File: src/verilog/casc_cnt_pkg.sv
/*
  Package for the cascadable position counter link.
  Holds widths, mode codes, role states and the bus pin bundle.
  Assumes a single 100 MHz core clock shared by every user.
*/
`default_nettype none

package casc_cnt_pkg;

  // Counter, bus and mode widths
  localparam int CNT_W = 16;
  localparam int BYTE_W = 8;
  localparam int MODE_W = 3;

  // Mode codes used by the link logic
  localparam logic [MODE_W-1:0] MODE_COUNT_ONLY = 3'h0;
  localparam logic [MODE_W-1:0] MODE_CASC_MASTER = 3'h5;

  // Byte select codes
  localparam logic SEL_LOW = 1'h0;
  localparam logic SEL_HIGH = 1'h1;

  // Reset values and the count maximum
  localparam logic [CNT_W-1:0] CNT_RST = 16'h0000;
  localparam logic [BYTE_W-1:0] BYTE_RST = 8'h00;
  localparam logic [CNT_W-1:0] CNT_MAX = 16'hFFFF;

  // Clock figures, in Hz
  localparam longint CLK_HZ = 100000000;
  localparam longint CLK_MAX_HZ = 20000000;

  // Synchroniser depth for pins
  localparam int SYNC_STAGES = 2;

  // Link role, one-hot
  typedef enum logic [2:0] {
    ROLE_OPEN = 3'b001,
    ROLE_MASTER = 3'b010,
    ROLE_SLAVE = 3'b100
  } role_t;

  // Bus strobes as they arrive on the pins, all active low but sel
  typedef struct packed {
    logic cs_n;
    logic rd_n;
    logic we_n;
    logic sel;
  } bus_pins_t;

  // Count pins from the far counter, active low
  typedef struct packed {
    logic up_n;
    logic down_n;
  } cnt_pins_t;

endpackage : casc_cnt_pkg

`default_nettype wire

File: src/verilog/casc_cnt_link.sv
/*
  Cascadable position counter with master/slave link.
  Holds the count, the read holding register, master election on the
  shared link, freeze of the holding register, and carry/underflow_pulse_out pulses.
  Assumes the measurement logic gives same-clock count pulses for modes
  other than count-only, and that the link wire is pulled high outside.
*/
`timescale 1ns/1ps
`default_nettype none

module casc_cnt_link (
  input wire logic ref_clk_i,
  input wire logic rst_n_i,
  input wire logic ce_i,
  input wire logic [casc_cnt_pkg::MODE_W-1:0] mode_i,
  input wire logic count_up_i,
  input wire logic count_dn_i,
  input wire casc_cnt_pkg::bus_pins_t bus_i,
  input wire casc_cnt_pkg::cnt_pins_t cnt_pins_i,
  input wire logic master_slave_link_i,
  output logic master_slave_link_o,
  output logic master_slave_link_oe_o,
  output logic carry_n_o,
  output logic underflow_pulse_out_n_o,
  output logic [casc_cnt_pkg::BYTE_W-1:0] data_o,
  output logic data_oe_o,
  output logic is_master_o
);

  // Synchronised pins
  casc_cnt_pkg::bus_pins_t bus_s; // Bus strobes after two flops
  casc_cnt_pkg::cnt_pins_t cnt_s; // Count pins after two flops
  logic link_s; // Link level after two flops

  // State
  casc_cnt_pkg::role_t role_r; // Link role
  logic [casc_cnt_pkg::CNT_W-1:0] count_r; // Running count
  logic [casc_cnt_pkg::CNT_W-1:0] hold_r; // Read holding register
  logic rd_act_r; // Read active last cycle
  logic wr_act_r; // Write active last cycle
  logic up_n_r; // Previous up pin level
  logic down_n_r; // Previous down pin level

  // Decoded events
  logic rd_act; // Read strobe pair low
  logic wr_act; // Write strobe pair low
  logic rd_start; // First cycle of a read
  logic bus_start; // First cycle of any bus cycle
  logic pin_up; // Rising edge of up pin
  logic pin_dn; // Rising edge of down pin
  logic inc; // Count up this cycle
  logic dec; // Count down this cycle
  logic freeze; // Load holding register now
  logic [casc_cnt_pkg::CNT_W-1:0] count_nxt; // Next count

  // Sync of the bus strobes; reset level is idle
  pin_sync #(.W(4), .RST_VAL(4'hF)) u_bus_sync (
    .ref_clk_i(ref_clk_i),
    .rst_n_i(rst_n_i),
    .ce_i(ce_i),
    .pin_i(bus_i),
    .sync_o(bus_s)
  );

  // Sync of count pins and the link wire
  pin_sync #(.W(3), .RST_VAL(3'h7)) u_misc_sync (
    .ref_clk_i(ref_clk_i),
    .rst_n_i(rst_n_i),
    .ce_i(ce_i),
    .pin_i({cnt_pins_i, master_slave_link_i}),
    .sync_o({cnt_s, link_s})
  );

  // Strobe decode and edge detection
  always_comb begin
    rd_act = !bus_s.cs_n && !bus_s.rd_n;
    wr_act = !bus_s.cs_n && !bus_s.we_n;
    rd_start = rd_act && !rd_act_r;
    bus_start = rd_start || (wr_act && !wr_act_r);
    pin_up = cnt_s.up_n && !up_n_r;
    pin_dn = cnt_s.down_n && !down_n_r;
  end

  // Count source; pins only act in count-only mode
  always_comb begin
    if (mode_i == casc_cnt_pkg::MODE_COUNT_ONLY) begin
      inc = pin_up && !pin_dn;
      dec = pin_dn && !pin_up;
    end else begin
      inc = count_up_i && !count_dn_i;
      dec = count_dn_i && !count_up_i;
    end
    if (inc) begin
      count_nxt = count_r + casc_cnt_pkg::CNT_W'(1);
    end else if (dec) begin
      count_nxt = count_r - casc_cnt_pkg::CNT_W'(1);
    end else begin
      count_nxt = count_r;
    end
  end

  // Freeze source: own low-byte read start as master or open, link low as slave
  always_comb begin
    unique case (role_r)
      casc_cnt_pkg::ROLE_MASTER: freeze = rd_start && bus_s.sel == casc_cnt_pkg::SEL_LOW;
      casc_cnt_pkg::ROLE_SLAVE: freeze = !link_s;
      casc_cnt_pkg::ROLE_OPEN: freeze = rd_start && bus_s.sel == casc_cnt_pkg::SEL_LOW;
      default: freeze = 1'b0;
    endcase
  end

  // Edge history of strobes and pins
  always_ff @(posedge ref_clk_i or negedge rst_n_i) begin
    if (!rst_n_i) begin
      rd_act_r <= 1'b0;
      wr_act_r <= 1'b0;
      up_n_r <= 1'b1;
      down_n_r <= 1'b1;
    end else if (ce_i) begin
      rd_act_r <= rd_act;
      wr_act_r <= wr_act;
      up_n_r <= cnt_s.up_n;
      down_n_r <= cnt_s.down_n;
    end
  end

  // Role election, decided once after reset
  always_ff @(posedge ref_clk_i or negedge rst_n_i) begin
    if (!rst_n_i) begin
      role_r <= casc_cnt_pkg::ROLE_OPEN;
    end else if (ce_i) begin
      unique case (role_r)
        casc_cnt_pkg::ROLE_OPEN: begin
          // Link low wins over a bus cycle in the same cycle
          if (!link_s) begin
            role_r <= casc_cnt_pkg::ROLE_SLAVE;
          end else if (bus_start) begin
            role_r <= casc_cnt_pkg::ROLE_MASTER;
          end
        end
        casc_cnt_pkg::ROLE_MASTER: role_r <= casc_cnt_pkg::ROLE_MASTER;
        casc_cnt_pkg::ROLE_SLAVE: role_r <= casc_cnt_pkg::ROLE_SLAVE;
        default: role_r <= casc_cnt_pkg::ROLE_OPEN;
      endcase
    end
  end

  // Running count
  always_ff @(posedge ref_clk_i or negedge rst_n_i) begin
    if (!rst_n_i) begin
      count_r <= casc_cnt_pkg::CNT_RST;
    end else if (ce_i) begin
      count_r <= count_nxt;
    end
  end

  // Holding register; a strobe that misses the sample edge just rereads it
  always_ff @(posedge ref_clk_i or negedge rst_n_i) begin
    if (!rst_n_i) begin
      hold_r <= casc_cnt_pkg::CNT_RST;
    end else if (ce_i && freeze) begin
      hold_r <= count_r;
    end
  end

  // Read data and bus drive
  always_ff @(posedge ref_clk_i or negedge rst_n_i) begin
    if (!rst_n_i) begin
      data_o <= casc_cnt_pkg::BYTE_RST;
      data_oe_o <= 1'b0;
    end else if (ce_i) begin
      data_oe_o <= rd_act;
      if (bus_s.sel == casc_cnt_pkg::SEL_HIGH) begin
        data_o <= hold_r[casc_cnt_pkg::CNT_W-1 -: casc_cnt_pkg::BYTE_W];
      end else if (freeze) begin
        // Fresh low byte straight from the count being latched
        data_o <= count_r[casc_cnt_pkg::BYTE_W-1:0];
      end else begin
        data_o <= hold_r[casc_cnt_pkg::BYTE_W-1:0];
      end
    end
  end

  // Link drive: master pulls the wire low one cycle per low-byte read
  always_ff @(posedge ref_clk_i or negedge rst_n_i) begin
    if (!rst_n_i) begin
      master_slave_link_o <= 1'b0;
      master_slave_link_oe_o <= 1'b0;
      is_master_o <= 1'b0;
    end else if (ce_i) begin
      master_slave_link_o <= 1'b0; // Open drain: only ever drives low
      master_slave_link_oe_o <= (role_r == casc_cnt_pkg::ROLE_MASTER) && freeze;
      is_master_o <= role_r == casc_cnt_pkg::ROLE_MASTER;
    end
  end

  // Carry and underflow_pulse_out pulses, one cycle low, master only
  always_ff @(posedge ref_clk_i or negedge rst_n_i) begin
    if (!rst_n_i) begin
      carry_n_o <= 1'b1;
      underflow_pulse_out_n_o <= 1'b1;
    end else if (ce_i) begin
      carry_n_o <= !(role_r == casc_cnt_pkg::ROLE_MASTER && inc
                     && count_r == casc_cnt_pkg::CNT_MAX);
      underflow_pulse_out_n_o <= !(role_r == casc_cnt_pkg::ROLE_MASTER && dec
                                   && count_r == casc_cnt_pkg::CNT_RST);
    end
  end

  // Assertions
  // One clock for everything; a low enable must freeze all of it
  a_enable_freeze: assert property (@(posedge ref_clk_i) disable iff (!rst_n_i)
    !ce_i |=> $stable(count_r) && $stable(role_r) && $stable(hold_r))
    else $error("State moved while clock enable low");

  a_slave_on_link: assert property (@(posedge ref_clk_i) disable iff (!rst_n_i)
    ce_i && role_r == casc_cnt_pkg::ROLE_OPEN && !link_s |=> role_r == casc_cnt_pkg::ROLE_SLAVE)
    else $error("Link pulse did not make slave");

  a_master_on_bus: assert property (@(posedge ref_clk_i) disable iff (!rst_n_i)
    ce_i && role_r == casc_cnt_pkg::ROLE_OPEN && link_s && bus_start
    |=> role_r == casc_cnt_pkg::ROLE_MASTER ##1 (is_master_o || !$past(ce_i)))
    else $error("First bus cycle did not elect master");

  a_hold_kept: assert property (@(posedge ref_clk_i) disable iff (!rst_n_i)
    !freeze |=> $stable(hold_r)) else $error("Holding register changed without read");

  a_pins_ignored: assert property (@(posedge ref_clk_i) disable iff (!rst_n_i)
    ce_i && mode_i != casc_cnt_pkg::MODE_COUNT_ONLY && !count_up_i && !count_dn_i
    |=> $stable(count_r)) else $error("Count moved outside count-only mode");

  a_carry_wrap: assert property (@(posedge ref_clk_i) disable iff (!rst_n_i)
    ce_i && role_r == casc_cnt_pkg::ROLE_MASTER && inc && count_r == casc_cnt_pkg::CNT_MAX
    |=> !carry_n_o && count_r == casc_cnt_pkg::CNT_RST) else $error("Carry missing on wrap");

  a_underflow_pulse_out_wrap: assert property (@(posedge ref_clk_i) disable iff (!rst_n_i)
    $fell(underflow_pulse_out_n_o) |-> $past(count_r) == casc_cnt_pkg::CNT_RST
    && count_r == casc_cnt_pkg::CNT_MAX) else $error("Underflow_pulse_out without underflow");

  // A slave never reports wraps; the master does that for the pair
  a_slave_silent: assert property (@(posedge ref_clk_i) disable iff (!rst_n_i)
    role_r == casc_cnt_pkg::ROLE_SLAVE |=> carry_n_o && underflow_pulse_out_n_o)
    else $error("Slave drove a wrap pulse");

endmodule // casc_cnt_link

`default_nettype wire

File: src/verilog/pin_sync.sv
/*
  Two-stage synchroniser for a bundle of asynchronous pins.
  Assumes the bundle's bits are independent levels; no bus coherency.
*/
`timescale 1ns/1ps
`default_nettype none

module pin_sync #(
  parameter int W = 1,
  parameter logic [W-1:0] RST_VAL = '1
) (
  input wire logic ref_clk_i,
  input wire logic rst_n_i,
  input wire logic ce_i,
  input wire logic [W-1:0] pin_i,
  output logic [W-1:0] sync_o
);

  // First stage, read only by the second stage
  logic [W-1:0] meta_r;

  // Two flops in series, frozen with the clock enable
  always_ff @(posedge ref_clk_i or negedge rst_n_i) begin
    if (!rst_n_i) begin
      meta_r <= RST_VAL;
      sync_o <= RST_VAL;
    end else if (ce_i) begin
      meta_r <= pin_i;
      sync_o <= meta_r;
    end
  end

endmodule // pin_sync

`default_nettype wire

File: config.mk
export PLATFORM = sky130hd
export DESIGN_NAME = casc_cnt_link
export DESIGN_NICKNAME = d
export VERILOG_FILES = /design/src/verilog/casc_cnt_pkg.sv /design/src/verilog/casc_cnt_link.sv /design/src/verilog/pin_sync.sv
export SDC_FILE = /design/constraint.sdc
export NUM_CORES = 1
export LEC_CHECK = 0
export ABC_AREA = 0
export BUFFER_PORTS_ARGS = -buffer_cell sky130_fd_sc_hd__buf_2
export CORE_MARGIN = 4
export CORE_UTILIZATION = 38
export CTS_BUF_LIST = sky130_fd_sc_hd__clkbuf_4 sky130_fd_sc_hd__clkbuf_8 sky130_fd_sc_hd__clkbuf_16
export CTS_CLUSTER_SIZE = 24
export DETAILED_ROUTE_END_ITERATION = 10
export GPL_TIMING_DRIVEN = 0
export PLACE_DENSITY = 0.65
export SKIP_LAST_GASP = 1
export SLEW_MARGIN = 30
export SYNTH_ARGS = -nofsm -noshare
export SYNTH_HDL_FRONTEND = slang
export SYNTH_SLANG_ARGS = --single-unit
File: constraint.sdc
create_clock -name ref_clk_i -period 3.1 [get_ports ref_clk_i]
set_input_delay 0.62 -clock ref_clk_i [delete_from_list [all_inputs] [get_ports ref_clk_i]]
set_output_delay 0.62 -clock ref_clk_i [all_outputs]
set_load 0.02 [all_outputs]
Word-level counts from Yosys, hierarchy flattened
Index checks and enable logic that the tools add are counted.

word-level totals
  register bits = 65
  bits of input ports = 15

cells by class
  add/subtract/negate cells = 2
  equality and inequality tests = 5
  mux-type cells = 10
  bitwise gates (word level) = 1
  reductions and logical operators = 38

operators with widths
  cell                                                                   number
  16-bit two-way mux                                                     2
  1-bit logical AND                                                      17
  16-bit by 1-bit adder with 16-bit output (second input constant)       1
  16-bit == test (second input constant)                                 1
  16-bit logical NOT                                                     1
  8-bit two-way mux                                                      2
  16-bit by 1-bit subtractor with 16-bit output (second input constant)  1
  1-bit logical NOT                                                      14
  3-bit case mux with 3 select lines                                     1
  3-bit two-way mux                                                      2
  2-bit AND reduction                                                    2
  3-bit by 1-bit == test with 1-bit output (second input constant)       1
  3-bit by 2-bit == test with 1-bit output (second input constant)       1
  3-bit == test (second input constant)                                  1
  3-bit logical NOT                                                      1
  3-bit inequality test (second input constant)                          1
  1-bit two-way mux                                                      2
  1-bit case mux with 2 select lines                                     1
  2-bit nonzero test                                                     1
  2-bit OR reduction                                                     1
  1-bit logical OR                                                       1
  1-bit inverter                                                         1

Depth between registers and ports, before layout
  depth in word-level cells = 8
  mapped depth = 12

Hierarchy
A second synthesis with hierarchy kept.

unflattened totals
  cells, all modules = 315
  area, all modules = 3459.6 sq um

by module, submodules not included
  module                   times used  cells an instance  area each (sq um)
  casc_cnt_link            1           285                2859.0
  pin_sync at u_bus_sync   1           17                 341.6
  pin_sync at u_misc_sync  1           13                 259.0

Least setup slack after synthesis
Ideal clock, no wire load.

  path kind = input -> register
  from = input port mode_i[1] in the netlist's numbering
  to = register count_r[12] in the netlist's numbering
  setup time = 0.079 ns
  arrival time = 2.858 ns
  required time = 3.021 ns
  slack = 0.163 ns
  stages = 12
  buffers on the path = 2
  path through = nor3_2 -> or3b_1 -> clkbuf_1 -> buf_2 -> nand2_1 -> xnor2_1 -> ha_1 -> nor4_2 -> nor4b_2 -> nand4_1 -> a21oi_1 -> xor2_1

on the way
  longest elaborated chain between the ends = 4
  elaborated cells between the ends (all ways) = 6
  those cells by class = 3 x mux; 3 x reduce/logical

RTL lines
  element                               line                  source
  start: declaration                    casc_cnt_link.sv:15   input wire logic [casc_cnt_pkg::MODE_W-1:0] mode_i,
  3-bit logical NOT (*)                 casc_cnt_link.sv:86   if (mode_i == casc_cnt_pkg::MODE_COUNT_ONLY) begin
  1-bit two-way mux                     casc_cnt_link.sv:86
  2-bit nonzero test (no source line)   n/a
  2-bit AND reduction (no source line)  n/a
  end signal: assignment                casc_cnt_link.sv:151  count_r <= casc_cnt_pkg::CNT_RST;
  end signal: assignment                casc_cnt_link.sv:153  count_r <= count_nxt;
  end: declaration                      casc_cnt_link.sv:37   logic [casc_cnt_pkg::CNT_W-1:0] count_r;

Mark *: on every way between the ends. The rest lies on a longest branch, timed or not.
A chain may end at the register's enable or synchronous reset.

Worst setup path after layout
  from = input port mode_i[2] in the netlist's numbering
  to = register count_r[12] in the netlist's numbering

Same word-level chain as after synthesis.

==> reports/summary.txt <==
Worst Path Required: 3.37 ns
# hold bufs at CTS: 0
Worst Path Buf+Inv: 2
Vias in the first global route: 2424
CTS tree: yes
CP arrival: 3.09 ns
P_leak: 1.70 nW
Avg WL per Cell: 15.8 um
Post-synth EDFFs: 0
Crit path max-delay family: simple AND/OR/NAND/NOR gates
Slew @ Worst Pin: 0.864 ns
Clk root buf: clkbuf_8
Die W: 101 um
Slew headroom: 42.2%
Largest net degree at the start of global routing: 52
Gr usage total: 15.0%
Number of cell rows: 33
GRT Residual Overflow: 0
Outcome: finished clean
Die area: 0.0101 sq mm
FMAX: 355 MHz
# setup viols final: 0
Port bufs: 26
Synth top area share: 35.2%
CP max FO: 10
Layout fillers: 737
Syn avg cell area: 11.0 sq um
Core Box Area: 0.00830 sq mm
Crit path cell chain: buf_2 > nor3_4 > or3b_1 > clkbuf_4 > nand2_1 > xnor2_1 > ha_1 > nor4_4 > nor4b_4 > nand4_1 > a21oi_1 > xor2_1
Distinct cell type count of the synthesized netlist: 50
Setup slack, reg-to-reg: 0.34 ns
Synth area leaders: dfrtp_1, dfstp_2, mux2_1, xor2_1, mux2i_1
Initial Util: 39.4%
Crit path max-delay cell type: nor4b_4
Antenna diodes: 0
Final hold vios: 0
Layout cells sized above 1: 24.9%
Initial DRC Count: 132
Inserted Clock Buffers: 9
Period minus WS final: 2.82 ns
DRT Pass-1 Iters: 4
Slew Viols, Final: 0
CTS Buffer Depth: 2
Syn_nets: 314
Sink Count: 65
Reg2Reg Depth: 11
Final GP Congestion: 0.867
Cell taking the most area after synthesis: dfrtp_1
Asr flop ratio synth: 100%
Synthesized flop and latch total: 65
Clk slew on worst S/H paths: 0.07 ns
Post-DRT Antenna Nets: 0
Crit share post-route: 90.8%
Worst VDD drop: 0.255 mV
Startpoint Class: input pin
First-pass GRT wire length: 11900 um
Power, Total: 3.04 mW
Layout Nets: 352
Post-DP HPWL: 4950 um
Vias per inst: 5.42
Multi-input gate area: 0.00153 sq mm
Final worst setup slack: 0.284 ns
Area Overhead vs Synth: 16.9%
Post-synthesis sequential area ratio: 50.5%
Worst skew pair latency: 0.35 ns
Min-delay worst type: in -> async
Residual DRC count: 0
Crit path depth: 12
Clock skew: 0.00853 ns
Routed wire length: 7040 um
Main synth FF type: dfrtp_1
Cells after synthesis: 298
Synthesis Warnings: 0
Setup Slack @ Placement: -0.447 ns
Synth Cell Area: 0.00327 sq mm
Max-cap violation count: 0
FF-to-FF End: count_r[8]$_DFFE_PN0P_
Register area: 0.00165 sq mm
Overall die height: 101 um
Critical path's largest stage delay: 0.33 ns
Reg2reg start: u_misc_sync.sync_o[2]$_DFFE_PN1P_
Initial antenna violation count: 0
Pwr dens: 795 mW/mm^2
Vias: 2416
I/O pins: 29
Worst setup path class: in -> reg
Crit end category: flip-flop
H-tree levels: 3
per-stage QoR:
stage                     TNS (ns)  util [%]  cells  cell area, sq um  hold slack [ns]
after global routing       -0.0116      46.0    446              3820            0.134
after detailed placement     -1.71      42.9    430              3560            0.480
after floorplan                  0         -    298              3270            0.324
after global placement       -1.66      42.5    429              3530            0.468
final                            0      46.0    446              3820            0.126
after CTS                        0      45.7    446              3790            0.126
logic make-up after synthesis:
group	Yosys count	share of synthesized area, %
flip-flops	65	50.5
AO/OA/AOI/OAI	61	11.2
multiplexers	43	14.5
AND/OR/NAND/NOR	82	14.3
other	1	0.115
buffers and inverters	26	3.90
adder cells (fa/ha/maj)	1	0.383
XOR/XNOR	19	5.09
where the power goes:
part | switching [mW] | internal (mW)
clock network | 0.323 | 0.435
registers | 0.264 | 1.14
logic | 0.488 | 0.392
total | 1.07 | 1.96
layer usage:
layer  wire [um]  up-vias  track usage (%)
met5           0        -                0
met4         159        0             7.05
met3         349       15             3.74
met2        3060       66             22.2
met1        3470     1183             20.6
li1            -     1152                -
worst max path at each step:
stage | start | end
floorplan | mode_i[1] | count_r[12]$_DFFE_PN0P_
detailed placement | mode_i[1] | count_r[12]$_DFFE_PN0P_
finish | mode_i[2] | count_r[12]$_DFFE_PN0P_
CTS | u_misc_sync.sync_o[2]$_DFFE_PN1P_ | count_r[10]$_DFFE_PN0P_
global placement | mode_i[1] | count_r[14]$_DFFE_PN0P_
global route | mode_i[2] | count_r[14]$_DFFE_PN0P_
Yosys cell counts (all sizes together), types with 2 or more instances:
master / instances
dfrtp: 46
mux2: 35
o21ai: 25
dfstp: 19
nand2: 19
a21oi: 16
nor2: 15
xor2: 15
clkbuf: 11
buf: 10
nand4: 9
mux2i: 8
nor3: 8
nand3: 7
inv: 5
and3: 4
nor4: 4
o211ai: 4
or4: 4
xnor2: 4
nand2b: 3
o2111ai: 3
a21o: 2
a31oi: 2
nand4b: 2
nor3b: 2
o22ai: 2
state kept, by name (all words and copies together), names as in the netlist, 3 cells and up:
| signal | flops |
|---|---|
| data_o | 8 |
| hold_r | 16 |
| u_bus_sync.meta_r | 4 |
| role_r | 3 |
| u_misc_sync.meta_r | 3 |
| count_r | 16 |
| u_misc_sync.sync_o | 3 |
| u_bus_sync.sync_o | 4 |
timing repair:
| action | in CTS | in global routing |
|---|---|---|
| cloned | 0 | 0 |
| endpoints found under the setup margin | 3 | 4 |
| pin swaps | 0 | 1 |
| buffers inserted | 0 | 1 |
| resized for setup | 2 | 8 |
cell type report:
cell class                      count  area share, %
Sequential cell                    65           43.2
Multi-Input combinational cell    207           40.0
Clock buffer                       15           5.54
Timing Repair Buffer               28           4.39
Tap cell                          105           3.44
Buffer                             20           2.85
Inverter                            5          0.491
Clock inverter                      1          0.131
placed cells by master (no fill, tap or decap), types with 5 or more instances in the layout:
master | synthesis | final
a21oi_1 | 15 | 15
buf_2 | 6 | 31
clkbuf_1 | 11 | 9
clkbuf_8 | 0 | 13
dfrtp_1 | 46 | 46
dfstp_2 | 19 | 19
inv_1 | 5 | 5
mux2_1 | 34 | 34
mux2i_1 | 8 | 8
nand2_1 | 19 | 19
nand3_1 | 7 | 6
nand4_1 | 9 | 9
nor2_1 | 15 | 15
nor3_1 | 7 | 6
o21ai_0 | 11 | 11
o21ai_1 | 14 | 14
xor2_1 | 15 | 15
Power figures use the tool's default switching activity.
